==> src/verilog/gpio_port_bank_defines.svh <==
`ifndef GPIO_PORT_BANK_DEFINES_SVH
`define GPIO_PORT_BANK_DEFINES_SVH

// register offsets within one port window, and the offset of the bank control register
`define PORT_STRIDE         8'h10
`define OFS_PIN_DIRECTION   2'h0
`define OFS_OUTPUT_LATCH    2'h1
`define OFS_PIN_LEVEL       2'h2
`define OFS_OPEN_DRAIN      2'h3
`define OFS_BANK_CONTROL    8'h70

// bank control register fields
`define CTRL_SERIAL_OWN_BIT 0

// reset values
`define DIRECTION_RESET     16'hFFFF
`define LATCH_RESET         16'h0000
`define OPEN_DRAIN_RESET    16'h0000

// implemented bit positions of each port, A to G
`define IMPL_MASK_A         16'hFFFF
`define IMPL_MASK_B         16'hFFFF
`define IMPL_MASK_C         16'hFFFF
`define IMPL_MASK_D         16'hFFFF
`define IMPL_MASK_E         16'hFFFF
`define IMPL_MASK_F         16'hFFFF
`define IMPL_MASK_G         16'hFFFF

// indicator led pins on the sixth port
`define LED_PORT            3'd5
`define LED_BIT_A           4'd0
`define LED_BIT_B           4'd1

// pins taken over by the two-wire serial function
`define SERIAL_PORT         3'd6
`define SERIAL_BIT_CLK      4'd2
`define SERIAL_BIT_DAT      4'd3

// AXI responses
`define RESP_OKAY           2'h0
`define RESP_SLVERR         2'h2

`endif

==> src/verilog/gpio_port_bank_pkg.sv <==
package gpio_port_bank_pkg;

    typedef enum logic [1:0] {
        rd_idle,
        rd_fetch,
        rd_answer
    } rd_state_type;

    typedef logic [15:0] port_word_type;

endpackage

==> src/verilog/gpio_port_if.sv <==
`timescale 1ns/1ps
`default_nettype none

interface gpio_port_if;
    import gpio_port_bank_pkg::*;

    logic          wr_direction;
    logic          wr_latch;
    logic          wr_open_drain;
    port_word_type wdata;
    port_word_type wmask;
    port_word_type direction;
    port_word_type latch;
    port_word_type open_drain;

    modport regs (
        input  wr_direction,
        input  wr_latch,
        input  wr_open_drain,
        input  wdata,
        input  wmask,
        output direction,
        output latch,
        output open_drain
    );

    modport ctl (
        output wr_direction,
        output wr_latch,
        output wr_open_drain,
        output wdata,
        output wmask,
        input  direction,
        input  latch,
        input  open_drain
    );

endinterface

`default_nettype wire

==> src/verilog/gpio_port_regs.sv <==
`timescale 1ns/1ps
`default_nettype none
`include "gpio_port_bank_defines.svh"

module gpio_port_regs #(
    parameter logic [15:0] IMPL_MASK = 16'hFFFF
) (
    input  wire logic   aclk,
    input  wire logic   aresetn,
    gpio_port_if.regs   port
);
    import gpio_port_bank_pkg::*;

    port_word_type direction_q;
    port_word_type direction_d;
    port_word_type latch_q;
    port_word_type latch_d;
    port_word_type open_drain_q;
    port_word_type open_drain_d;
    port_word_type keep;

    // absent bits never change, so they keep their reset value
    assign keep         = port.wmask & IMPL_MASK;
    assign direction_d  = (direction_q & ~keep) | (port.wdata & keep);
    assign latch_d      = (latch_q & ~keep) | (port.wdata & keep);
    assign open_drain_d = (open_drain_q & ~keep) | (port.wdata & keep);

    always_ff @(posedge aclk) begin
        if (!aresetn) begin
            direction_q  <= `DIRECTION_RESET;
            latch_q      <= `LATCH_RESET;
            open_drain_q <= `OPEN_DRAIN_RESET;
        end else begin
            if (port.wr_direction) begin
                direction_q <= direction_d;
            end
            if (port.wr_latch) begin
                latch_q <= latch_d;
            end
            if (port.wr_open_drain) begin
                open_drain_q <= open_drain_d;
            end
        end
    end

    assign port.direction  = direction_q & IMPL_MASK;
    assign port.latch      = latch_q & IMPL_MASK;
    assign port.open_drain = open_drain_q & IMPL_MASK;

endmodule

`default_nettype wire

==> src/verilog/gpio_pin_cell.sv <==
`timescale 1ns/1ps
`default_nettype none

module gpio_pin_cell (
    input  wire logic aclk,
    input  wire logic aresetn,
    input  wire logic present,
    input  wire logic direction,
    input  wire logic latch,
    input  wire logic open_drain,
    input  wire logic alt_sel,
    input  wire logic alt_out,
    input  wire logic alt_oe,
    input  wire logic pad_in,
    output logic      pad_out,
    output logic      pad_oe,
    output logic      level
);

    logic sync1_q;
    logic sync2_q;
    logic sync3_q;
    logic level_q;
    logic pad_out_q;
    logic pad_oe_q;
    logic gpio_out;
    logic gpio_oe;

    // open drain drives low only; a latch of 1 releases the pin
    assign gpio_out = open_drain ? 1'b0 : latch;
    assign gpio_oe  = ~direction & (open_drain ? ~latch : 1'b1);

    always_ff @(posedge aclk) begin
        if (!aresetn) begin
            sync1_q   <= 1'b0;
            sync2_q   <= 1'b0;
            sync3_q   <= 1'b0;
            level_q   <= 1'b0;
            pad_out_q <= 1'b0;
            pad_oe_q  <= 1'b0;
        end else begin
            sync1_q   <= pad_in;
            sync2_q   <= sync1_q;
            sync3_q   <= sync2_q;
            // a change counts only once the last two stages agree
            if (sync2_q == sync3_q) begin
                level_q <= sync3_q;
            end
            pad_out_q <= present & (alt_sel ? alt_out : gpio_out);
            pad_oe_q  <= present & (alt_sel ? alt_oe : gpio_oe);
        end
    end

    assign pad_out = pad_out_q;
    assign pad_oe  = pad_oe_q;
    assign level   = present & level_q;

endmodule

`default_nettype wire

==> src/verilog/gpio_port_bank.sv <==
// The implementer's own choices: the AXI4-Lite slave port and the register offsets.
`timescale 1ns/1ps
`default_nettype none
`include "gpio_port_bank_defines.svh"

module gpio_port_bank (
    input  wire logic         aclk,
    input  wire logic         aresetn,
    input  wire logic [7:0]   s_axi_awaddr,
    input  wire logic         s_axi_awvalid,
    output logic              s_axi_awready,
    input  wire logic [31:0]  s_axi_wdata,
    input  wire logic [3:0]   s_axi_wstrb,
    input  wire logic         s_axi_wvalid,
    output logic              s_axi_wready,
    output logic [1:0]        s_axi_bresp,
    output logic              s_axi_bvalid,
    input  wire logic         s_axi_bready,
    input  wire logic [7:0]   s_axi_araddr,
    input  wire logic         s_axi_arvalid,
    output logic              s_axi_arready,
    output logic [31:0]       s_axi_rdata,
    output logic [1:0]        s_axi_rresp,
    output logic              s_axi_rvalid,
    input  wire logic         s_axi_rready,
    input  wire logic [111:0] pad_in,
    output logic [111:0]      pad_out,
    output logic [111:0]      pad_oe,
    input  wire logic [1:0]   serial_out,
    input  wire logic [1:0]   serial_oe,
    output logic              indicator_led_a,
    output logic              indicator_led_b
);
    import gpio_port_bank_pkg::*;

    localparam int NPORTS = 7;
    localparam logic [15:0] IMPL_MASKS [NPORTS] = '{
        `IMPL_MASK_A, `IMPL_MASK_B, `IMPL_MASK_C, `IMPL_MASK_D,
        `IMPL_MASK_E, `IMPL_MASK_F, `IMPL_MASK_G
    };

    // write channel state
    logic         awready_q;
    logic         wready_q;
    logic         aw_have_q;
    logic         w_have_q;
    logic [7:0]   waddr_q;
    logic [31:0]  wdata_q;
    logic [3:0]   wstrb_q;
    logic         bvalid_q;
    logic [1:0]   bresp_q;

    // read channel state
    rd_state_type rd_state_q;
    logic         arready_q;
    logic [7:0]   raddr_q;
    logic         rvalid_q;
    logic [31:0]  rdata_q;
    logic [1:0]   rresp_q;

    logic         serial_own_q;
    logic         led_a_q;
    logic         led_b_q;

    // decode wires
    logic         aw_fire;
    logic         w_fire;
    logic         wr_go;
    logic [2:0]   wr_port;
    logic [1:0]   wr_reg;
    logic         wr_in_port;
    logic         wr_ctrl;
    logic         wr_ok;
    logic [15:0]  wr_mask;
    logic         ar_fire;
    logic [2:0]   rd_port;
    logic [1:0]   rd_reg;
    logic         rd_in_port;
    logic         rd_ctrl;
    logic         rd_ok;
    logic [15:0]  rd_sel;
    logic [31:0]  rd_word;

    logic         wr_lo_byte;
    logic         wr_hi_byte;
    logic         ctrl_wr;
    logic [1:0]   wr_resp;
    logic         b_done;
    logic [1:0]   rd_resp;
    logic         r_done;
    logic         rd_is_dir;
    logic         rd_is_lat;
    logic         rd_is_lvl;
    logic         led_a_d;
    logic         led_b_d;

    port_word_type dir_all   [NPORTS];
    port_word_type lat_all   [NPORTS];
    port_word_type odc_all   [NPORTS];
    port_word_type level_all [NPORTS];
    port_word_type level_rd  [NPORTS];

    assign aw_fire    = s_axi_awvalid & awready_q;
    assign w_fire     = s_axi_wvalid & wready_q;
    assign wr_go      = aw_have_q & w_have_q & ~bvalid_q;
    assign wr_port    = waddr_q[6:4];
    assign wr_reg     = waddr_q[3:2];
    assign wr_in_port = (waddr_q[7] == 1'b0) && (wr_port < 3'd7);
    assign wr_ctrl    = (waddr_q[7:2] == 6'(`OFS_BANK_CONTROL >> 2));
    assign wr_ok      = wr_in_port | wr_ctrl;
    assign wr_resp    = wr_ok ? `RESP_OKAY : `RESP_SLVERR;

    // only the two low byte lanes carry register bits
    assign wr_lo_byte = wstrb_q[0];
    assign wr_hi_byte = wstrb_q[1];
    assign wr_mask    = {{8{wr_hi_byte}}, {8{wr_lo_byte}}};
    assign ctrl_wr    = wr_go & wr_ctrl & wr_lo_byte;
    assign b_done     = bvalid_q & s_axi_bready;

    assign ar_fire    = s_axi_arvalid & arready_q;
    assign rd_port    = raddr_q[6:4];
    assign rd_reg     = raddr_q[3:2];
    assign rd_in_port = (raddr_q[7] == 1'b0) && (rd_port < 3'd7);
    assign rd_ctrl    = (raddr_q[7:2] == 6'(`OFS_BANK_CONTROL >> 2));
    assign rd_ok      = rd_in_port | rd_ctrl;
    assign rd_resp    = rd_ok ? `RESP_OKAY : `RESP_SLVERR;
    assign r_done     = rvalid_q & s_axi_rready;

    // register chosen within the addressed port
    assign rd_is_dir  = (rd_reg == `OFS_PIN_DIRECTION);
    assign rd_is_lat  = (rd_reg == `OFS_OUTPUT_LATCH);
    assign rd_is_lvl  = (rd_reg == `OFS_PIN_LEVEL);

    // per-port registers and per-pin drivers
    for (genvar p = 0; p < NPORTS; p++) begin : g_port
        gpio_port_if pif ();
        logic hit;

        assign hit               = wr_go & wr_in_port & (wr_port == 3'(p));
        assign pif.wr_direction  = hit & (wr_reg == `OFS_PIN_DIRECTION);
        // a write to pin level lands in the output latch
        assign pif.wr_latch      = hit & ((wr_reg == `OFS_OUTPUT_LATCH)
                                          | (wr_reg == `OFS_PIN_LEVEL));
        assign pif.wr_open_drain = hit & (wr_reg == `OFS_OPEN_DRAIN);
        assign pif.wdata         = wdata_q[15:0];
        assign pif.wmask         = wr_mask;

        gpio_port_regs #(
            .IMPL_MASK (IMPL_MASKS[p])
        ) u_regs (
            .aclk    (aclk),
            .aresetn (aresetn),
            .port    (pif)
        );

        assign dir_all[p] = pif.direction;
        assign lat_all[p] = pif.latch;
        assign odc_all[p] = pif.open_drain;

        for (genvar b = 0; b < 16; b++) begin : g_pin
            logic is_led;
            logic is_serial;
            logic alt_sel;
            logic alt_out;
            logic alt_oe;

            // led pins reach no connector, so they never drive a pad
            assign is_led    = (p == `LED_PORT)
                               && ((b == `LED_BIT_A) || (b == `LED_BIT_B));
            assign is_serial = (p == `SERIAL_PORT)
                               && ((b == `SERIAL_BIT_CLK) || (b == `SERIAL_BIT_DAT));
            assign alt_sel   = is_serial & serial_own_q;
            assign alt_out   = (b == `SERIAL_BIT_CLK) ? serial_out[0] : serial_out[1];
            assign alt_oe    = (b == `SERIAL_BIT_CLK) ? serial_oe[0] : serial_oe[1];

            gpio_pin_cell u_pin (
                .aclk       (aclk),
                .aresetn    (aresetn),
                .present    (IMPL_MASKS[p][b] & ~is_led),
                .direction  (dir_all[p][b]),
                .latch      (lat_all[p][b]),
                .open_drain (odc_all[p][b]),
                .alt_sel    (alt_sel),
                .alt_out    (alt_out),
                .alt_oe     (alt_oe),
                .pad_in     (pad_in[p*16+b]),
                .pad_out    (pad_out[p*16+b]),
                .pad_oe     (pad_oe[p*16+b]),
                .level      (level_all[p][b])
            );

            // the led pins read back the level they drive
            if ((p == `LED_PORT) && (b == `LED_BIT_A)) begin : g_led_a
                assign level_rd[p][b] = led_a_q;
            end else if ((p == `LED_PORT) && (b == `LED_BIT_B)) begin : g_led_b
                assign level_rd[p][b] = led_b_q;
            end else begin : g_plain
                assign level_rd[p][b] = level_all[p][b];
            end
        end
    end

    // read data selection
    assign rd_sel = !rd_in_port ? 16'h0000          :
                    rd_is_dir   ? dir_all[rd_port]  :
                    rd_is_lat   ? lat_all[rd_port]  :
                    rd_is_lvl   ? level_rd[rd_port] :
                                  odc_all[rd_port];
    assign rd_word = rd_ctrl ? {31'h0, serial_own_q} : {16'h0000, rd_sel};

    // write address and data are taken in either order
    always_ff @(posedge aclk) begin
        if (!aresetn) begin
            awready_q <= 1'b1;
            wready_q  <= 1'b1;
            aw_have_q <= 1'b0;
            w_have_q  <= 1'b0;
            waddr_q   <= 8'h00;
            wdata_q   <= 32'h0000_0000;
            wstrb_q   <= 4'h0;
        end else begin
            if (aw_fire) begin
                awready_q <= 1'b0;
                aw_have_q <= 1'b1;
                waddr_q   <= s_axi_awaddr;
            end
            if (w_fire) begin
                wready_q <= 1'b0;
                w_have_q <= 1'b1;
                wdata_q  <= s_axi_wdata;
                wstrb_q  <= s_axi_wstrb;
            end
            if (wr_go) begin
                aw_have_q <= 1'b0;
                w_have_q  <= 1'b0;
            end
            if (b_done) begin
                awready_q <= 1'b1;
                wready_q  <= 1'b1;
            end
        end
    end

    // write response and bank control
    always_ff @(posedge aclk) begin
        if (!aresetn) begin
            bvalid_q     <= 1'b0;
            bresp_q      <= `RESP_OKAY;
            serial_own_q <= 1'b0;
        end else begin
            if (wr_go) begin
                bvalid_q <= 1'b1;
                bresp_q  <= wr_resp;
            end else if (b_done) begin
                bvalid_q <= 1'b0;
            end
            if (ctrl_wr) begin
                serial_own_q <= wdata_q[`CTRL_SERIAL_OWN_BIT];
            end
        end
    end

    // read channel: address taken, data fetched next edge, then answered
    always_ff @(posedge aclk) begin
        if (!aresetn) begin
            rd_state_q <= rd_idle;
            arready_q  <= 1'b1;
            raddr_q    <= 8'h00;
            rvalid_q   <= 1'b0;
            rdata_q    <= 32'h0000_0000;
            rresp_q    <= `RESP_OKAY;
        end else begin
            case (rd_state_q)
                rd_idle: begin
                    if (ar_fire) begin
                        arready_q  <= 1'b0;
                        raddr_q    <= s_axi_araddr;
                        rd_state_q <= rd_fetch;
                    end
                end
                rd_fetch: begin
                    rvalid_q   <= 1'b1;
                    rdata_q    <= rd_word;
                    rresp_q    <= rd_resp;
                    rd_state_q <= rd_answer;
                end
                rd_answer: begin
                    if (r_done) begin
                        rvalid_q   <= 1'b0;
                        arready_q  <= 1'b1;
                        rd_state_q <= rd_idle;
                    end
                end
                default: begin
                    rd_state_q <= rd_idle;
                end
            endcase
        end
    end

    // leds light on a high output level, only while set as outputs
    assign led_a_d = ~dir_all[`LED_PORT][`LED_BIT_A] & lat_all[`LED_PORT][`LED_BIT_A];
    assign led_b_d = ~dir_all[`LED_PORT][`LED_BIT_B] & lat_all[`LED_PORT][`LED_BIT_B];

    always_ff @(posedge aclk) begin
        if (!aresetn) begin
            led_a_q <= 1'b0;
            led_b_q <= 1'b0;
        end else begin
            led_a_q <= led_a_d;
            led_b_q <= led_b_d;
        end
    end

    assign s_axi_awready   = awready_q;
    assign s_axi_wready    = wready_q;
    assign s_axi_bvalid    = bvalid_q;
    assign s_axi_bresp     = bresp_q;
    assign s_axi_arready   = arready_q;
    assign s_axi_rvalid    = rvalid_q;
    assign s_axi_rdata     = rdata_q;
    assign s_axi_rresp     = rresp_q;
    assign indicator_led_a = led_a_q;
    assign indicator_led_b = led_b_q;

endmodule

`default_nettype wire

==> config.mk <==
export PLATFORM = sky130hd
export DESIGN_NAME = gpio_port_bank
export DESIGN_NICKNAME = d
export VERILOG_FILES = /design/src/verilog/gpio_port_bank_pkg.sv /design/src/verilog/gpio_port_if.sv /design/src/verilog/gpio_port_regs.sv /design/src/verilog/gpio_pin_cell.sv /design/src/verilog/gpio_port_bank.sv
export VERILOG_INCLUDE_DIRS = /design/src /design/src/verilog
export SDC_FILE = /design/constraint.sdc
export NUM_CORES = 2
export LEC_CHECK = 0
export BUFFER_PORTS_ARGS = -buffer_cell sky130_fd_sc_hd__buf_2
export CORE_AREA = 2 2 396 398
export DETAILED_ROUTE_END_ITERATION = 8
export DIE_AREA = 0 0 398 400
export PLACE_DENSITY = 0.51
export REMOVE_ABC_BUFFERS = 1
export SYNTH_ARGS = -nofsm -noshare
export SYNTH_HDL_FRONTEND = slang
export SYNTH_SLANG_ARGS = --single-unit
==> constraint.sdc <==
create_clock -name aclk -period 2.83 [get_ports aclk]
set_clock_uncertainty 0.15 [all_clocks]
set_input_delay 0.283 -clock aclk [delete_from_list [all_inputs] [get_ports aclk]]
set_output_delay 0.283 -clock aclk [all_outputs]
set_load 0.05 [all_outputs]
==> insert_results.sql <==
INSERT INTO impl_metrics (metric_group, metric, value, unit) VALUES
('timing', 'timing.max_slew.rel_slack', '7.80', '%'),
('pwr', 'power_leakage', '19.4', 'nW'),
('timing', 'setup_viol', '0', ''),
('timing', 'timing.final.max_slew_violations', '0', ''),
('floorplan', 'boundaryPins', '442', ''),
('layout', 'drive_gt1_share', '20.3', '%'),
('yosys', 'syn-mean-instance-area', '10.4', 'um^2'),
('floorplan', 'die_width', '398', 'um'),
('yosys', 'muxShareOfSynthArea', '12.5', '%'),
('route', 'num_vias', '27500', ''),
('yosys', 'yosysTopAreaCellShare', '54.8', '%'),
('worst_hold_path', 'worst_hold_path_type', 'in -> reg', ''),
('clocking', 'clk_root_buffer_cell', 'clkbuf_16', ''),
('yosys', 'cell_with_the_most_instances_after_synthesis', 'dfxtp_1', ''),
('timing', 'worst_slew_pin_slew', '1380', 'ps'),
('pwr', 'intPower', '25.1', 'mW'),
('worst_setup_path', 'endpoint_kind', 'flop', ''),
('clocking', 'tritoncts', 'built', ''),
('route', 'avgRoutedWirePerCell', '19.7', 'um'),
('floorplan', 'num_rows', '145', ''),
('yosys', 'synth_adder_area_share', '0.0649', '%'),
('yosys', 'yosys_most_used_dff', 'dfxtp_1', ''),
('timing', 'setup_repair_after_global_routing_missed_its_margin', 'no', ''),
('global_route', 'grt_first_pass_wirelength', '174', 'mm'),
('clocking', 'cts_made_buffers', '113', ''),
('yosys', 'synth_compound_gate_area_share', '10.1', '%'),
('flow_run', 'drv_cap', '0', ''),
('place', 'place.detailed.instances', '5813', ''),
('yosys', 'async_flop_share', '0', '%'),
('clocking', 'cts_repair_resize_count', '0', ''),
('pwr', 'share_comb_of_total_power', '5.0', '%'),
('yosys', 'post_synth_num_cell_types', '47', ''),
('layout', 'final_core_utilization', '30.3', '%'),
('clocking', 'post-cts-setup-buffer-count', '0', ''),
('worst_setup_path', 'critPathMaxFanout', '28', ''),
('status', 'outcome', 'finished clean', ''),
('worst_setup_path', 'cp.arrival', '2970', 'ps'),
('pwr', 'power_density', '693', 'nW/um^2'),
('clocking', 'clock_path_buffers', '3', ''),
('worst_setup_path', 'timing.critical_path.buf_inv', '2', ''),
('floorplan', 'die-height', '400', 'um'),
('layout', 'multiInputGateArea', '14700', 'um^2'),
('pwr', 'power_switching', '7.50', 'mW'),
('route', 'detailedRoute.firstPassIterationCount', '6', ''),
('layout', 'layout.cells.non_filler', '6197', ''),
('route', 'post_drt_via_cell_ratio', '4.44', ''),
('floorplan', 'core', '155000', 'um^2'),
('clocking', 'numClockSinks', '1056', ''),
('route', 'drt_first_iter_violations', '1817', ''),
('worst_setup_path', 'path_delay_family', 'compound AO/OA/AOI/OAI gates', ''),
('global_route', 'grt_antenna_before_repair', '7', ''),
('global_route', 'grt_start_max_net_pins', '225', ''),
('timing', 'finalWorstSetupSlack', '340', 'ps'),
('pwr', 'seq_power_share', '47.1', '%'),
('yosys', 'dominant_cells_by_area_after_synthesis', 'dfxtp_1, mux2i_1, and2_1', ''),
('yosys', 'synth_top_area_cell', 'dfxtp_1', ''),
('route', 'drt_drc_violations_left', '0', ''),
('yosys', 'synthesis.yosys.warnings', '0', ''),
('worst_setup_path', 'max_stage_delay', '590', 'ps'),
('worst_setup_path', 'worstPathCellList', 'buf_12 > nor2b_4 > buf_12 > a221oi_1 > o22ai_1 > a211oi_1 > o21ai_0', ''),
('global_route', 'grt.total_usage', '14.8', '%'),
('worst_setup_path', 'timing.critical_path.from_type', 'flop', ''),
('pwr', 'ir_worst_vdd', '0.466', 'mV'),
('layout', 'fill_cell_count', '16000', ''),
('layout', 'finish.net_count', '4217', ''),
('floorplan', 'die_footprint', '159000', 'um^2'),
('worst_setup_path', 'cpMostUsedCell', 'buf_12', ''),
('pwr', 'clockPowerShare', '47.9', '%'),
('layout', 'area_delta_synth_final', '21.8', '%'),
('yosys', 'synth-edff-count', '0', ''),
('worst_setup_path', 'crit_type', 'reg -> reg', '');
-- power groups by stage --
stage	sequential [mW]	combinational (mW)	clock [mW]
after floorplan	15.7	0.614	0
after global placement	15.7	1.44	0
after detailed placement	15.7	1.45	0
after CTS	15.4	1.64	16.0
after global routing	15.4	1.74	16.6
final	15.4	1.63	15.6
-- stage by stage --
step / setup TNS [ps] / total power, mW / cell area (um^2) / hold slack, ps
detailed placement: 0 / 17.1 / 41300 / 267
finish: 0 / 32.6 / 47000 / 112
global placement: 0 / 17.1 / 41300 / 267
global route: 0 / 33.8 / 47000 / 99.3
floorplan: -3709010 / 16.4 / 35800 / 195
CTS: 0 / 33.0 / 47000 / 53.5
-- logic make-up after synthesis --
family	after synthesis
and+or+nand+nor	1140
DFF	1056
AOI/OAI and AO/OA	637
buffers and inverters	494
muxes	394
adders and majority gates	2
other	1
-- tightest hold or removal path: stages --
cell and delay (ps):
dlygate4sd3_1 510, buf_2 90, and2_1 100
-- layout make-up --
| type | instances | area share [%] |
|---|---|---|
| multi-input combinational | 2195 | 31.2 |
| clock inverter | 46 | 1.50 |
| clock buffer | 158 | 6.94 |
| sequential | 1056 | 45.0 |
| antenna | 10 | 0.0532 |
| inverter | 16 | 0.144 |
| tap | 2058 | 5.48 |
| timing repair buffer | 658 | 9.68 |
-- per-layer routing --
| layer | global-route usage (%) | wire length, um | part of all wire, % |
|---|---|---|---|
| met3 | 3.29 | 8410 | 6.9 |
| met4 | 5.07 | 3530 | 2.9 |
| met1 | 19.7 | 54200 | 44 |
| met2 | 23.5 | 55900 | 46 |
| met5 | 0 | 13 | 0.011 |
-- cells in the final DEF (no fill, tap or decap), drive strengths merged, types with 24 or more instances in the layout --
cell / Yosys / layout
a211oi: 114 / 114
a21oi: 193 / 193
a221o: 24 / 24
a221oi: 30 / 30
and2: 334 / 334
buf: 295 / 488
clkbuf: 183 / 158
dfxtp: 1056 / 1056
dlygate4sd3: 0 / 170
mux2: 58 / 58
mux2i: 272 / 272
mux4: 64 / 64
nand2: 370 / 370
nand3: 72 / 72
nor2: 233 / 233
nor3b: 97 / 97
o21ai: 196 / 196
-- worst paths after layout --
check	depth (start not counted)	slack, ps	end	startpoint
min	3	110	g_port[4].g_pin[5].u_pin.sync1_q	pad_in[69]
max	7	340	s_axi_rdata[5]	raddr_q[4]
max reg2reg	7	340	s_axi_rdata[5]	raddr_q[4]
min reg2reg	2	270	g_port[5].g_pin[2].u_pin.level_q	g_port[5].g_pin[2].u_pin.sync3_q
Note: power is estimated with default switching activity, not from simulation.
